`src/sqs_pkg.sv`:
```
// Shared constants and types for the sequencer stack slots 12 to 15.
package sqs_pkg;

    // Printed register indices; byte address is four times the index.
    localparam logic [5:0] SQS_IDX_SLOT12 = 6'h2c;
    localparam logic [5:0] SQS_IDX_SLOT13 = 6'h2d;
    localparam logic [5:0] SQS_IDX_SLOT14 = 6'h2e;
    localparam logic [5:0] SQS_IDX_SLOT15 = 6'h2f;
    // Control register of our own: bit 0 enables the walker.
    localparam logic [5:0] SQS_IDX_CTRL = 6'h3c;
    // Status register of our own: current slot and channels.
    localparam logic [5:0] SQS_IDX_STAT = 6'h3d;

    // Number of slots held here.
    localparam int SQS_SLOTS = 4;

    // Field positions inside an entry word.
    localparam int SQS_ACC_BIT = 15;
    localparam int SQS_ADDR_HI = 14;
    localparam int SQS_ADDR_LO = 9;
    localparam int SQS_RET_BIT = 8;
    localparam int SQS_CHB_HI = 7;
    localparam int SQS_CHB_LO = 4;
    localparam int SQS_CHA_HI = 3;
    localparam int SQS_CHA_LO = 0;

    // Reset values of the four entries.
    localparam logic [15:0] SQS_RST_SLOT12 = 16'h5800;
    localparam logic [15:0] SQS_RST_SLOT13 = 16'h5a00;
    localparam logic [15:0] SQS_RST_SLOT14 = 16'h5c00;
    localparam logic [15:0] SQS_RST_SLOT15 = 16'h5e00;
    // Control register resets with the walker disabled.
    localparam logic [31:0] SQS_RST_CTRL = 32'h0000_0000;

    // One entry split into its fields.
    typedef struct packed {
        logic access_write;
        logic [5:0] entry_address_field;
        logic slot_return_flag;
        logic [3:0] converter_b_channel;
        logic [3:0] converter_a_channel;
    } sqs_entry_t;

    // Channel pair handed to the converters.
    typedef struct packed {
        logic [3:0] converter_b_channel;
        logic [3:0] converter_a_channel;
    } sqs_chan_t;

endpackage : sqs_pkg

```
`src/sqs_slots.sv`:
```
`timescale 1ns/1ns
// Operation
// [RULE1] Bit 15 marks read or write access.
// [RULE2] Host puts entry address in bits 14:9.
// [RULE3] Address field resets to own address.
// [RULE4] Return flag clear: advance after conversion.
// [RULE5] Return flag set: back to first slot.
// [RULE6] Bits 7:4 select converter B channel.
// [RULE7] Bits 3:0 select converter A channel.
// [RULE8] All fields read/write; return flag resets zero.
// [RULE9] Channel codes match primary select encoding.
module sqs_slots (
    input wire logic clk,
    input wire logic rst_n,
    input wire logic psel,
    input wire logic penable,
    input wire logic pwrite,
    input wire logic [31:0] paddr,
    input wire logic [31:0] pwdata,
    output logic [31:0] prdata,
    output logic pready,
    output logic pslverr,
    input wire logic conv_done,
    output sqs_pkg::sqs_chan_t chan_sel,
    output logic [1:0] cur_slot
);
    import sqs_pkg::*;

    // Reset image of one slot, chosen by index.
    function automatic logic [15:0] slot_reset(input int idx);
        unique case (idx)
            0: slot_reset = SQS_RST_SLOT12;
            1: slot_reset = SQS_RST_SLOT13;
            2: slot_reset = SQS_RST_SLOT14;
            default: slot_reset = SQS_RST_SLOT15;
        endcase
    endfunction : slot_reset

    // Word index of an APB byte address; low two bits must be zero.
    function automatic logic [5:0] word_index(input logic [31:0] a);
        word_index = a[7:2];
    endfunction : word_index

    // The four stack entries, held in flip-flops.
    logic [15:0] slot_r [SQS_SLOTS];
    // Walker enable, kept in our own control register.
    logic enable_r;
    // Registered bus answers.
    logic [31:0] prdata_r;
    logic pready_r;
    logic pslverr_r;
    // Registered channel outputs to the converters.
    sqs_chan_t chan_r;
    // Slot that the walker points at.
    logic [1:0] walk_idx;

    // Setup phase of a transfer; the answer comes one cycle later.
    wire setup = psel && !penable;
    // Completing access edge, where writes land and reads are taken.
    wire access = psel && penable && pready_r;
    wire [5:0] widx = word_index(paddr);
    // Only aligned words below byte 0x100 are mapped; the rest is refused.
    wire aligned = (paddr[1:0] == 2'h0) && (paddr[31:8] == 24'h0);
    wire hit_slot = aligned && (widx >= SQS_IDX_SLOT12)
                    && (widx <= SQS_IDX_SLOT15);
    wire hit_ctrl = aligned && (widx == SQS_IDX_CTRL);
    wire hit_stat = aligned && (widx == SQS_IDX_STAT);
    // Any hit answers without error unless it is a status write.
    wire mapped = hit_slot || hit_ctrl || hit_stat;
    wire [1:0] sidx = widx[1:0] - SQS_IDX_SLOT12[1:0];
    // Status is read-only, so a write to it is answered with an error.
    wire bad = !mapped || (hit_stat && pwrite);
    // Entry under the walker, seen as fields.
    wire sqs_entry_t cur_entry = sqs_entry_t'(slot_r[walk_idx]);
    // Channel fields of the entry under the walker.
    wire [3:0] chan_b_pick = cur_entry.converter_b_channel; // [RULE6]
    wire [3:0] chan_a_pick = cur_entry.converter_a_channel; // [RULE7]

    // Read data chosen during setup so it is ready for the access edge.
    wire [31:0] rd_mux = hit_slot ? {16'h0, slot_r[sidx]} :
                         hit_ctrl ? {31'h0, enable_r} :
                         hit_stat ? {22'h0, walk_idx, chan_r} :
                         32'h0;

    // Entry slots; every field is writable and the reset image holds
    // the entry's own address with all other fields zero.
    for (genvar g = 0; g < SQS_SLOTS; g++) begin : g_slot
        // Reset image of this slot, fixed at elaboration.
        localparam logic [15:0] RST_IMG = slot_reset(g);
        always_ff @(posedge clk or negedge rst_n) begin
            if (!rst_n) begin
                slot_r[g] <= RST_IMG; // [RULE3] [RULE8]
            end else if (access && pwrite && hit_slot
                         && sidx == 2'(g)) begin
                // Bit 15 and bits 14:9 are stored as written. [RULE1] [RULE2]
                slot_r[g] <= pwdata[15:0]; // [RULE8]
            end
        end
    end

    // Control register holding the walker enable.
    always_ff @(posedge clk or negedge rst_n) begin
        if (!rst_n) begin
            enable_r <= SQS_RST_CTRL[0];
        end else if (access && pwrite && hit_ctrl) begin
            enable_r <= pwdata[0];
        end
    end

    // Bus answer: no wait state; ready with data or error in the first access cycle.
    // Registering the answer during setup costs no wait state, and it keeps every
    // bus output straight from a flip-flop.
    always_ff @(posedge clk or negedge rst_n) begin
        if (!rst_n) begin
            pready_r <= 1'b0;
            pslverr_r <= 1'b0;
            prdata_r <= 32'h0;
        end else begin
            pready_r <= setup;
            pslverr_r <= setup && bad;
            prdata_r <= (setup && !pwrite) ? rd_mux : 32'h0;
        end
    end

    // Walker steps the slot pointer on conversion completion.
    sqs_walker i_sqs_walker (
        .clk(clk),
        .rst_n(rst_n),
        .enable(enable_r),
        .conv_done(conv_done),
        .cur_entry(cur_entry),
        .slot_idx(walk_idx)
    );

    // Channel codes pass through unchanged; their meaning is the
    // primary channel-select encoding, which this block does not decode.
    always_ff @(posedge clk or negedge rst_n) begin
        if (!rst_n) begin
            chan_r <= '0;
        end else begin
            chan_r.converter_b_channel <= chan_b_pick; // [RULE6] [RULE9]
            chan_r.converter_a_channel <= chan_a_pick; // [RULE7] [RULE9]
        end
    end

    assign prdata = prdata_r;
    assign pready = pready_r;
    assign pslverr = pslverr_r;
    assign chan_sel = chan_r;
    assign cur_slot = walk_idx;

    // A write to a slot appears on the next read of it.
    slot_write_a: assert property (@(posedge clk) disable iff (!rst_n)
        access && pwrite && hit_slot
        |=> slot_r[$past(sidx)] == $past(pwdata[15:0]))
        else $error("slot write was not stored"); // [RULE8]

    // Converter B channel follows bits 7:4 of the current slot.
    chan_b_a: assert property (@(posedge clk) disable iff (!rst_n)
        ##1 chan_r.converter_b_channel
            == $past(cur_entry.converter_b_channel))
        else $error("converter B channel mismatch"); // [RULE6]

    // Converter A channel follows bits 3:0 of the current slot.
    chan_a_a: assert property (@(posedge clk) disable iff (!rst_n)
        ##1 chan_r.converter_a_channel
            == $past(cur_entry.converter_a_channel))
        else $error("converter A channel mismatch"); // [RULE7]

    // Ready comes exactly one cycle after setup and lasts one cycle.
    bus_ready_a: assert property (@(posedge clk) disable iff (!rst_n)
        setup |=> pready_r ##1 !pready_r)
        else $error("ready not one cycle after setup");

    // The first slot keeps its address field while no write completes.
    addr_keep_a: assert property (@(posedge clk) disable iff (!rst_n)
        !(access && pwrite) |=> $stable(slot_r[0][SQS_ADDR_HI:SQS_ADDR_LO]))
        else $error("address field changed without write"); // [RULE3]

    // Access bit of the last slot only changes by a bus write.
    acc_keep_a: assert property (@(posedge clk) disable iff (!rst_n)
        !(access && pwrite) |=> $stable(slot_r[3][SQS_ACC_BIT]))
        else $error("access bit changed without write"); // [RULE1]

    // Checks on the bus answer and the control path follow.
    // An error answer always comes with ready, one cycle after setup.
    refuse_flag_a: assert property (@(posedge clk) disable iff (!rst_n)
        setup && bad |=> pslverr_r && pready_r)
        else $error("refusal not answered with error and ready");

    // Read data is zero outside the ready cycle.
    rdata_idle_a: assert property (@(posedge clk) disable iff (!rst_n)
        !pready_r |-> prdata_r == 32'h0)
        else $error("read data outside the ready cycle");

    // A slot read returns the stored word in the lower half.
    slot_read_a: assert property (@(posedge clk) disable iff (!rst_n)
        setup && !pwrite && hit_slot
        |=> prdata_r == $past({16'h0, slot_r[sidx]}))
        else $error("slot read data mismatch"); // [RULE8]

    // Status is read-only, so a write to it is refused.
    stat_refuse_a: assert property (@(posedge clk) disable iff (!rst_n)
        setup && pwrite && hit_stat |=> pslverr_r)
        else $error("status write not refused");

    // Control write sets the walker enable.
    ctrl_write_a: assert property (@(posedge clk) disable iff (!rst_n)
        access && pwrite && hit_ctrl |=> enable_r == $past(pwdata[0]))
        else $error("control write was not stored");

    // A refused write leaves the control bit and the first slot alone.
    refused_write_a: assert property (@(posedge clk) disable iff (!rst_n)
        access && pwrite && bad
        |=> $stable(enable_r) && $stable(slot_r[0]))
        else $error("refused write changed a register");

    // A disabled walker parks on the first slot.
    walk_park_a: assert property (@(posedge clk) disable iff (!rst_n)
        !enable_r |=> walk_idx == 2'h0)
        else $error("disabled walker left the first slot");

endmodule : sqs_slots

```
`src/sqs_walker.sv`:
```
`timescale 1ns/1ns
// Walks the four slots on each conversion-complete pulse.
module sqs_walker (
    input wire logic clk,
    input wire logic rst_n,
    input wire logic enable,
    input wire logic conv_done,
    input wire sqs_pkg::sqs_entry_t cur_entry,
    output logic [1:0] slot_idx
);
    import sqs_pkg::*;

    // Index of the slot now in use.
    logic [1:0] slot_r;
    // Next value of the index.
    logic [1:0] slot_nxt;
    // Last slot wraps to the first as well, since slot 16 is not here.
    wire last_slot = (slot_r == 2'(SQS_SLOTS - 1));
    wire go_first = cur_entry.slot_return_flag | last_slot; // [RULE5]
    wire [1:0] slot_inc = slot_r + 2'h1; // [RULE4]

    assign slot_nxt = !enable ? 2'h0 :
                      !conv_done ? slot_r :
                      go_first ? 2'h0 : slot_inc;

    // Index register; a disabled walker sits on the first slot.
    always_ff @(posedge clk or negedge rst_n) begin
        if (!rst_n) begin
            slot_r <= 2'h0;
        end else begin
            slot_r <= slot_nxt;
        end
    end

    assign slot_idx = slot_r;

    // Return flag sends the walk back to the first slot.
    return_jump_a: assert property (@(posedge clk) disable iff (!rst_n)
        enable && conv_done && cur_entry.slot_return_flag |=> slot_r == 2'h0)
        else $error("return flag did not restart the walk"); // [RULE5]

    // Cleared flag steps to the next slot.
    step_next_a: assert property (@(posedge clk) disable iff (!rst_n)
        enable && conv_done && !cur_entry.slot_return_flag && !last_slot
        |=> slot_r == $past(slot_r) + 2'h1)
        else $error("walk did not step to the next slot"); // [RULE4]

    // Without a completion the slot holds.
    slot_hold_a: assert property (@(posedge clk) disable iff (!rst_n)
        enable && !conv_done ##1 enable |-> $stable(slot_r))
        else $error("slot moved without a completion");

endmodule : sqs_walker
```
`config.mk`:
```
export PLATFORM = sky130hd
export DESIGN_NAME = sqs_slots
export DESIGN_NICKNAME = d
export VERILOG_FILES = /design/src/sqs_pkg.sv /design/src/sqs_slots.sv /design/src/sqs_walker.sv
export SDC_FILE = /design/constraint.sdc
export NUM_CORES = 1
export LEC_CHECK = 0
export ABC_AREA = 1
export ABC_CLOCK_PERIOD_IN_PS = 1600
export BUFFER_PORTS_ARGS = -buffer_cell sky130_fd_sc_hd__buf_2
export CAP_MARGIN = 20
export CORE_UTILIZATION = 53
export DETAILED_ROUTE_END_ITERATION = 10
export PLACE_DENSITY_LB_ADDON = 0.25
export REMOVE_ABC_BUFFERS = 1
export SYNTH_ARGS = -nofsm -noshare
export SYNTH_HDL_FRONTEND = slang
export SYNTH_SLANG_ARGS = --single-unit
```
`constraint.sdc`:
```
create_clock -name clk -period 1.6 [get_ports clk]
set_input_delay 0.48 -clock clk [delete_from_list [all_inputs] [get_ports clk]]
set_output_delay 0.48 -clock clk [all_outputs]
set_load 0.02 [all_outputs]
```
**After elaboration in Yosys (flattened, before gate mapping)**

Cells that the tools add are included.

- Bits in registers: 93
- Output and inout port bits: 44
- Logic and storage cells: 66

- Add/sub/neg operators: 1
- Order comparisons: 4
- Equal/unequal tests: 7
- Multiplexer cells: 13
- Bitwise logic cells: 3
- Reduce and logical (&&, ||, !) cells: 27

Operators with widths:

| kind | number |
|---|---|
| binary-select mux 16 bit (select 2 bit) | 2 |
| two-way mux 16 bit | 4 |
| logical NOT 24 bit | 1 |
| two-way mux 10 bit | 2 |
| logical AND 1 bit | 18 |
| two-way mux 9 bit | 2 |
| == test 6 bit, second input constant | 2 |
| == test 2 bit, second input constant | 3 |
| greater-or-equal comparator 3 bit, second input constant | 2 |
| greater-or-equal comparator 6 bit, second input constant | 1 |
| <= comparator 6 bit, second input constant | 1 |
| two-way mux 2 bit | 3 |
| inverter 2 -> 3 bit | 2 |
| logical NOT 2 bit | 2 |
| logical NOT 1 bit | 3 |
| logical OR 1 bit | 3 |
| adder 2 x 1 -> 2 bit, second input constant | 1 |
| == test 2 x 1 -> 1 bit, second input constant | 1 |
| inequality test 2 bit, second input constant | 1 |
| OR 1 bit | 1 |

**Longest topological paths before layout**

Gate-level depths: netlist of the first run.

- Depth in word-level cells: 9
- Mapped depth: 10
- Mapped depth without buffers: 9

**Hierarchy**

Synthesis of the first run repeated with hierarchy kept, for this count alone.

- Cells, all modules: 580
- Area total of the unflattened synthesis: 4683.2 sq um

By module, submodules not included:

| module | instances | cells each | area each (sq um) | sequential area each (sq um) |
|---|---|---|---|---|
| sqs_slots | 1 | 568 | 4576.9 | 2297.2 |
| sqs_walker | 1 | 12 | 106.4 | 50.0 |

**Worst setup path after synthesis of the first run**

Ideal clock, no wire load.

- Kind: in2reg
- Start point: input paddr[7]
- End point: register slot_r[55] in the netlist's numbering
- Data arrival time: 1.553 ns
- Setup slack: -0.070 ns
- Stages on the path: 8
- Buffers on the path: 1
- Cells stage by stage: nand3_1 nor2_4 nand4_2 nor2_2 nand2_1 buf_2 nand2_1 nand2_1

- Cells in the longest elaborated chain, start to end: 5
- Elaborated cells between the ends (all ways): 6

Ends and longest elaborated chain:

| element | line | RTL |
|---|---|---|
| from (decl) | sqs_slots.sv:18 | `input wire logic [31:0] paddr,` |
| greater-or-equal comparator 6 bit | sqs_slots.sv:64 | `wire hit_slot = aligned && (widx >= SQS_IDX_SLOT12)` |
| logical AND 1 bit | sqs_slots.sv:64 |  |
| logical AND 1 bit * | sqs_slots.sv:65 | `&& (widx <= SQS_IDX_SLOT15);` |
| logical AND 1 bit * | sqs_slots.sv:93 | `end else if (access && pwrite && hit_slot` |
| logical AND 1 bit * | sqs_slots.sv:94 | `&& sidx == 2'(g)) begin` |
| to (signal, indexed assignment) | sqs_slots.sv:96 | `slot_r[g] <= pwdata[15:0];` |
| to (decl) | sqs_slots.sv:45 | `logic [15:0] slot_r [SQS_SLOTS];` |

Mark *: on every way between the ends. The rest lies on a longest branch, timed or not.
A chain may end at the register's enable or synchronous reset.

**Worst setup path in the final report of the first run**

- Start point: register i_sqs_walker.slot_r[1], in the netlist i_sqs_walker.slot_idx[1]
- End point: output cur_slot[1]

RTL lines:

| element | line | RTL |
|---|---|---|
| from (decl) | sqs_walker.sv:14 | `logic [1:0] slot_r;` |
| from (signal assigned) | sqs_walker.sv:31 | `slot_r <= slot_nxt;` |
| to (decl) | sqs_slots.sv:25 | `output logic [1:0] cur_slot` |

No word-level cell between the ends.

==> impl_metrics.csv, run 1 <==
group,metric,value,unit
critical_path,slowest_stage,"dfrtp_2",
clock_network,holdBufCountCts,0,
detailed_routing,drt_wl_total,11700,um
clock_network,cts_tree,"built",
clock_network,clkSlewWorstSetupHoldPaths,100,ps
sta,period_share,96.7,%
cells_and_area,final_common_cell,"nand2_1",
detailed_routing,first_iter_violations,322,
placed_design,io_buffers,81,
floorplanning,fp.dieW,93.7,um
clock_network,clock_sinks,93,
cells_and_area,diodes,0,
run_status,status,"completed",
sta,finClkSkew,11.2,ps
synth,synthCells,543,
synth,synth_warnings,0,
power,power,5.24,mW
synth,synth_top_area_share,43.3,%
critical_path,critPathLaunchType,"flip-flop",
critical_path,r2r_setup_slack,220,ps
floorplanning,start_util,54.5,%
critical_path,cp_top_family,"flip-flops",
sta,finalSetupViolCount,0,
detailed_routing,drcViolationCount,0,
critical_path,critPathCaptureType,"primary output",
synth,synthTopCellsByArea,"dfrtp_1 (43%), nand2_1 (14%), nand3_1 (9.9%)",
synth,yosysSeqAreaShare,52.7,%
synth,syn_area_per_cell,8.20,um^2
synth,yosysTopAreaCell,"dfrtp_1",
sta,tns,0,ps
clock_network,clkLatencyLatePin,370,ps
global_route,grtUsageTotal,28.2,%
sta,max_freq,0.646,GHz
synth,synth_seq_cells,93,
critical_path,worstPathArrival,1070,ps
critical_path,max_stage_delay,490,ps
clock_network,clockRootBuffer,"clkbuf_8",
global_route,antenna_found_initial,0,
detailed_routing,wire_per_inst,15.2,um
cells_and_area,nFillCells,685,
hold_path,min_path_type,"in2async",
placed_design,place_congestion,0.838,
critical_path,critical_path_class,"reg2out",
sta,hold_violations,0,
critical_path,r2r_start,"pready$_DFF_PN0_",
critical_path,cp_cell_sequence,"buf_2",
clock_network,clock_path_buffers,2,
synth,synth_cell_types,24,
power,p_leak,2.83,nW
floorplanning,die_h,93.7,um
cells_and_area,area_growth_syn_to_layout,21.1,%
sta,final_max_slew_viol_count,0,
sta,period_minus_slack,1550,ps
floorplanning,ios,114,
synth,synth_area,0.00445,mm^2
critical_path,timing.critical_path.buf_inv,1,
detailed_routing,dr.pass1.iters,5,
floorplanning,rows,33,
sta,worst_slack,53.0,ps
detailed_routing,viasPerCell,5.58,
critical_path,crit_start,"i_sqs_walker.slot_idx[1]$_DFFE_PN0P_",
global_route,grt_pass1_vias,3908,
cells_and_area,layout.nets,727,
global_route,grt.overflow.total,0,
cells_and_area,layout_common_cells,"nand2_1 (167), nand3_1 (88), buf_2 (80), dfrtp_1 (75), nor2_1 (49)",
detailed_routing,postRouteAntennaNets,0,
clock_network,numCtsBuffers,9,
sta,rsz0062_at_grt,"yes",
detailed_routing,vias,4272,
cells_and_area,layout-drive-gt1-share,26.3,%
critical_path,required,1120,ps
floorplanning,die_area,0.00877,mm^2
floorplanning,core,0.00818,mm^2
power,power.density,972,mW/mm^2
critical_path,crit_path_max_fanout,10,
placed_design,dp.final_hpwl,8180,um
clock_network,h-tree-depth,3,
power,ir_drop,0.481,mV
job,maxCapViolations,0,
sta,whs,148,ps
global_route,grt_max_degree,94,
global_route,grt_first_pass_wirelength,18600,um
placed_design,dpl_worst_slack,-318,ps
[metal layers]
layer  vias to the layer above  global-route usage, %  part of all wire (%)
li1                       2002                      -                     -
met2                       234                   47.9                    49
met4                         0                   13.3                   2.2
met5                         -                      0                     0
met3                        26                   4.21                   7.8
met1                      2010                   35.4                    41
[state kept, by name, indices dropped and copies added (netlist names)]
signal                 cells
prdata                    16
i_sqs_walker.slot_idx      2
pslverr                    1
chan_sel                   8
enable_r                   1
slot_r                    64
pready                     1
[path summary, 6_finish.rpt]
path                                          end  depth (start not counted)
setup / recovery                      cur_slot[1]                          1
hold / removal                prdata[1]$_DFF_PN0_                          2
setup reg to reg           slot_r[20]$_DFFE_PN0P_                          6
hold reg to reg            slot_r[43]$_DFFE_PN1P_                          2
max in group asynchronous  slot_r[26]$_DFFE_PN1P_                          2
min in group clk                 pready$_DFF_PN0_                          2
[Yosys cell counts (all sizes together)]
cell / n
a31oi: 6
conb: 1
nand4: 5
o21ai: 20
a21oi: 9
o22ai: 27
inv: 15
dfstp: 16
a22oi: 6
nand2: 168
a211oi: 1
buf: 28
nand3: 88
clkinv: 2
dfrtp: 77
ha: 1
nor2: 56
clkbuf: 16
or2: 1
[final cells by class]
cell class | instances | area (um^2) | area share [%]
tap | 105 | 131 | 2.44
timing repair buffer | 131 | 832 | 15.4
multi-input combinational | 404 | 1830 | 34.0
clock inverter | 5 | 43.8 | 0.812
sequential | 93 | 2350 | 43.6
clock buffer | 11 | 141 | 2.62
inverter | 17 | 63.8 | 1.18
[logic make-up after synthesis]
group | count (synthesis) | synth area share, %
and+or+nand+nor | 318 | 30.0
adders and majority gates | 1 | 0.281
DFF | 93 | 52.7
other | 1 | 0.0842
buffers and inverters | 61 | 7.81
AOI/OAI and AO/OA | 69 | 9.08
[through the flow]
stage	cells	instance area (um^2)	utilization, %
3_3_place_gp	750	5180	63.4
2_1_floorplan	514	4230	-
6_report	766	5390	66.0
3_5_place_dp	750	5180	63.4
5_1_grt	766	5390	66.0
4_1_cts	766	5370	65.7
[power breakdown]
| group | leakage [nW] | internal [mW] | switching, mW |
|---|---|---|---|
| logic | 1.53 | 0.420 | 0.755 |
| clock network | 0.0881 | 0.627 | 0.863 |
| registers | 1.22 | 2.46 | 0.120 |
[repair_timing]
action | 4_1_cts | 5_1_grt
endpoints found under the hold margin | 0 | 0
endpoints found under the setup margin | 2 | 50
resized for setup | 2 | 8
buffers inserted | 0 | 0
pin swaps | 0 | 3
(Power assumes the default switching activity.)
==> inputs of run 2 (changes only) <==
RECOVER_POWER = 50   (was not set)
==> run 2 against run 1 <==
Register-to-register slack hardly changed. Maximum frequency is 0.36% lower. First-iteration DRC count is 0.31% lower. Sequential share of layout area is 0.12 points higher. Non-clock buffer count stayed put. Clock power hardly changed. Hold slack better by 150 ps. Sequential power hardly changed. Count of clock-buffer cells in the layout stayed put. Combinational power hardly changed. Flip-flop and latch count stayed put. Highest routed layer unchanged.
==> impl_metrics.csv, run 2 (synthesis gave the netlist of run 1 again) <==
group,metric,value,unit
run_status,status,"completed",
floorplanning,core,0.00818,mm^2
cells_and_area,final_common_cell,"nand2_1",
sta,period_share,97.0,%
global_route,grt.overflow.total,0,
clock_network,holdBufCountCts,0,
detailed_routing,viasPerCell,5.58,
critical_path,critical_path_class,"reg2out",
global_route,grt_pass1_vias,3908,
power,ir_drop,0.482,mV
floorplanning,fp.dieW,93.7,um
cells_and_area,layout-drive-gt1-share,26.3,%
clock_network,clockRootBuffer,"clkbuf_8",
power,power.density,972,mW/mm^2
sta,tightest_slew,1240,ps
hold_path,min_path_type,"in2reg",
floorplanning,start_util,54.5,%
global_route,grt_first_pass_wirelength,18600,um
power,p_int,3.49,mW
sta,max_slew_margin,17.1,%
power,p_sw_share,33.2,%
cells_and_area,utilization,65.8,%
floorplanning,die_h,93.7,um
critical_path,cp_top_family,"flip-flops",
placed_design,io_buffers,81,
global_route,grtUsageTotal,28.2,%
detailed_routing,wire_per_inst,15.3,um
placed_design,place_congestion,0.838,
sta,final_max_slew_viol_count,0,
cells_and_area,largest-register,"slot_r",
cells_and_area,layout_common_cells,"nand2_1 (167), nand3_1 (88), buf_2 (80), dfrtp_1 (75), nor2_1 (49)",
sta,hold_violations,0,
critical_path,critPathLaunchType,"flip-flop",
power,p_clk_share,28.5,%
cells_and_area,diodes,0,
cells_and_area,layout.nets,727,
detailed_routing,vias,4275,
floorplanning,ios,114,
cells_and_area,largest_reg_flops,64,
critical_path,required,1120,ps
cells_and_area,seq_area,0.00235,mm^2
global_route,grt_max_degree,94,
detailed_routing,drcViolationCount,0,
critical_path,timing.critical_path.buf_inv,1,
critical_path,crit_path_max_fanout,10,
critical_path,cp_cell_sequence,"buf_2",
sta,period_minus_slack,1550,ps
power,switching_power,1.74,mW
clock_network,clkLatencyLatePin,370,ps
floorplanning,die_area,0.00877,mm^2
cells_and_area,multi_input_area,0.00183,mm^2
critical_path,slowest_stage,"dfrtp_2",
clock_network,cts_tree,"built",
global_route,antenna_found_initial,0,
critical_path,r2r_setup_slack,220,ps
clock_network,clock_sinks,93,
critical_path,max_stage_delay,500,ps
power,p_leak,2.83,nW
detailed_routing,postRouteAntennaNets,0,
detailed_routing,first_iter_violations,321,
placed_design,dp.final_hpwl,8180,um
cells_and_area,area_growth_syn_to_layout,20.8,%
sta,whs,299,ps
critical_path,worstPathArrival,1070,ps
sta,rsz0062_at_grt,"yes",
job,maxCapViolations,0,
sta,max_freq,0.644,GHz
sta,finalSetupViolCount,0,
detailed_routing,drt_wl_total,11700,um
critical_path,critPathCaptureType,"primary output",
clock_network,h-tree-depth,3,
cells_and_area,nFillCells,688,
power,seqPwrFrac,49.3,%
clock_network,numCtsBuffers,9,
floorplanning,rows,33,
clock_network,clkSlewWorstSetupHoldPaths,90,ps
sta,finClkSkew,12.3,ps
power,power_frac_comb,22.2,%
detailed_routing,dr.pass1.iters,5,
clock_network,clock_path_buffers,2,
run 2: worst paths after layout:
path	start	end	depth (start not counted)
max in group asynchronous	rst_n	i_sqs_walker.slot_idx[0]$_DFFE_PN0P_	2
hold / removal	penable	pready$_DFF_PN0_	2
min in group asynchronous	rst_n	prdata[1]$_DFF_PN0_	2
hold reg to reg	slot_r[43]$_DFFE_PN1P_	slot_r[43]$_DFFE_PN1P_	2
setup reg to reg	pready$_DFF_PN0_	slot_r[20]$_DFFE_PN0P_	6
setup / recovery	i_sqs_walker.slot_idx[1]$_DFFE_PN0P_	cur_slot[1]	1
run 2: area by class of cell:
| type | count | share of cell area (%) |
|---|---|---|
| clock buffer | 11 | 2.63 |
| clock inverter | 5 | 0.814 |
| inverter | 17 | 1.19 |
| multi-input combinational | 404 | 34.1 |
| sequential | 93 | 43.7 |
| tap | 105 | 2.44 |
| timing repair buffer | 131 | 15.2 |
run 2: power groups by stage:
stage               combinational (mW)  sequential (mW)  clock, mW
floorplan                        0.468             2.73          0
global placement                  1.12             2.62          0
detailed placement                1.15             2.62          0
CTS                               1.16             2.58       1.52
global route                      1.26             2.60       1.62
finish                            1.16             2.58       1.49
run 2: metal layers:
metal | global-route usage (%) | share of wire (%)
met2 | 47.9 | 49
met4 | 13.3 | 2.1
met1 | 35.4 | 41
met5 | 0 | 0
met3 | 4.21 | 7.8
run 2: what timing repair did:
action,CTS,global route
buffers inserted,0,0
pin swaps,0,3
gates resized for setup,2,8
endpoints found under the setup margin,2,50
run 2: stage by stage:
stage                     power (mW)  instances  setup TNS [ps]  cell area (um^2)  setup slack, ps
after floorplan                 3.20        514         -103860              4230            -1530
after global placement          3.74        750          -18120              5180             -301
after detailed placement        3.77        750          -20030              5180             -318
after CTS                       5.25        766               0              5370             47.3
after global routing            5.48        766           -55.1              5380            -14.6
final                           5.23        766               0              5380             47.5
==> inputs of run 3 (changes only) <==
CORE_UTILIZATION = 30   (was 53)
==> run 3 against run 2 <==
Via count rose by 0.30%. Non-clock buffer count rose by 14. Register-to-register slack got worse by 30 ps. Maximum frequency barely moved. Global-route usage fell by 10 points. Final cell count rose by 12%. Clock skew fell by 8.5 ps. Total power rose by 19%. Critical path type is now in2reg. Largest cell class unchanged. Highest routed layer unchanged.
==> impl_metrics.csv, run 3 (synthesis gave the netlist of run 1 again) <==
group,metric,value,unit
run_status,status,"completed",
critical_path,r2r_end,"slot_r[15]$_DFFE_PN0P_",
critical_path,worstPathArrival,1840,ps
job,maxCapViolations,0,
placed_design,io_buffers,81,
clock_network,holdBufCountCts,0,
sta,max_slew_margin,51.8,%
floorplanning,die_h,124,um
sta,worst_slack,46.9,ps
critical_path,critical_path_class,"in2reg",
cells_and_area,final_cells,859,
placed_design,place_area,0.00534,mm^2
cells_and_area,final_common_cell,"nand2_1",
clock_network,clkLatencyLatePin,350,ps
floorplanning,core,0.0145,mm^2
placed_design,dpl_worst_slack,-308,ps
critical_path,critPathCaptureType,"flip-flop",
sta,period_share,97.1,%
clock_network,clock_path_buffers,2,
critical_path,crit_start,"paddr[14]",
detailed_routing,vias,4288,
sta,max_freq,0.644,GHz
detailed_routing,viasPerCell,4.99,
critical_path,crit_path_max_fanout,7,
sta,period_minus_slack,1550,ps
global_route,grt_first_pass_wirelength,20600,um
global_route,antenna_found_initial,0,
critical_path,r2r_start,"pready$_DFF_PN0_",
cells_and_area,largest_reg_flops,64,
clock_network,cts_tree,"built",
critical_path,critPathLaunchType,"primary input",
sta,hold_violations,0,
clock_network,numCtsBuffers,9,
placed_design,place_congestion,0.840,
clock_network,h-tree-depth,3,
detailed_routing,postRouteAntennaNets,0,
cells_and_area,nFillCells,1485,
placed_design,dp.final_hpwl,9280,um
floorplanning,die_area,0.0153,mm^2
critical_path,rr_worst_depth,6,
floorplanning,start_util,30.6,%
detailed_routing,wire_per_inst,16.2,um
cells_and_area,layout_common_cells,"nand2_1 (167), nand3_1 (78), dfrtp_1 (76), buf_2 (76), buf_4 (50)",
global_route,grt_max_degree,57,
cells_and_area,design_area,0.00590,mm^2
cells_and_area,multi_input_area,0.00192,mm^2
cells_and_area,seq_area,0.00235,mm^2
clock_network,clock_sinks,93,
critical_path,required,1880,ps
power,power.density,1060,mW/mm^2
clock_network,clkSlewWorstSetupHoldPaths,60,ps
detailed_routing,dr.pass1.iters,5,
floorplanning,rows,44,
global_route,grt.overflow.total,0,
global_route,grt_pass1_vias,4003,
floorplanning,ios,114,
detailed_routing,first_iter_violations,334,
cells_and_area,utilization,40.6,%
cells_and_area,layout.nets,741,
sta,finalSetupViolCount,0,
placed_design,dp.cells,834,
power,p_leak,3.00,nW
sta,rsz0062_at_grt,"yes",
cells_and_area,layout-drive-gt1-share,30.1,%
global_route,grtUsageTotal,18.1,%
detailed_routing,drt_wl_total,13900,um
sta,tightest_slew,722,ps
clock_network,clockRootBuffer,"clkbuf_16",
cells_and_area,diodes,0,
hold_path,min_path_type,"in2async",
detailed_routing,drcViolationCount,0,
critical_path,r2r_setup_slack,190,ps
floorplanning,fp.dieW,124,um
sta,finClkSkew,3.80,ps
cells_and_area,largest-register,"slot_r",
cells_and_area,area_growth_syn_to_layout,32.4,%
power,ir_drop,0.562,mV
power,power,6.22,mW
sta,final_max_slew_viol_count,0,
## run 3: changes by cell type in the layout (fill, tap and decap cells not counted), moves of 4 or more
cell / change
buf_2: -4
clkbuf_16: +12
buf_4: +7
nor2_1: -6
nor2_4: +4
nand3_1: -10
nand3_2: +10
buf_6: +8
clkbuf_8: -8
## run 3: metrics by stage
step	hold WS [ps]	setup TNS, ps
2_1_floorplan	184	-103860
3_3_place_gp	437	-18420
3_5_place_dp	439	-20330
4_1_cts	64.4	0
5_1_grt	204	-850
6_report	164	0
## run 3: layer usage
| metal | track usage, % | vias to the layer above | routed length [um] |
|---|---|---|---|
| li1 | - | 2032 | - |
| met1 | 23.2 | 2060 | 6120 |
| met2 | 29.2 | 179 | 6470 |
| met3 | 5.31 | 17 | 1090 |
| met4 | 5.72 | 0 | 194 |
| met5 | 0 | - | 0 |
## run 3: layout make-up
cell class / instances / share of cell area [%]
sequential: 93 / 39.8
clock inverter: 4 / 1.19
timing repair buffer: 145 / 17.1
tap: 184 / 3.90
multi-input combinational: 404 / 32.5
clock buffer: 12 / 4.35
inverter: 17 / 1.08
## run 3: where the power goes
part	internal (mW)	total [mW]	leakage (nW)	switching [mW]
combinational	0.474	1.34	1.62	0.863
clock	1.45	2.35	0.163	0.901
sequential	2.46	2.53	1.22	0.0709
total	4.38	6.22	3.00	1.84
## run 3: critical path, stage by stage
cell,delay [ps]
buf_2,110
nor2_4,110
nand3_2,70
nor2_2,120
nand4_2,140
nor2_4,280
buf_6,200
clkbuf_16,170
nand3_1,70
nand2_1,80
## run 3: worst max path at each step
stage	slack, ps	depth (start not counted)	to
global placement	-280	10	slot_r[34]$_DFFE_PN0P_
floorplan	-1530	7	slot_r[0]$_DFFE_PN0P_
finish	50	10	slot_r[15]$_DFFE_PN0P_
detailed placement	-310	10	slot_r[36]$_DFFE_PN0P_
global route	-40	10	slot_r[15]$_DFFE_PN0P_
CTS	50	2	cur_slot[0]
## run 3: timing repair
action	in CTS	in global routing
pin swaps	0	18
buffers inserted	1	3
gates resized for setup	1	34
cloned	0	5
endpoints found under the setup margin	1	65
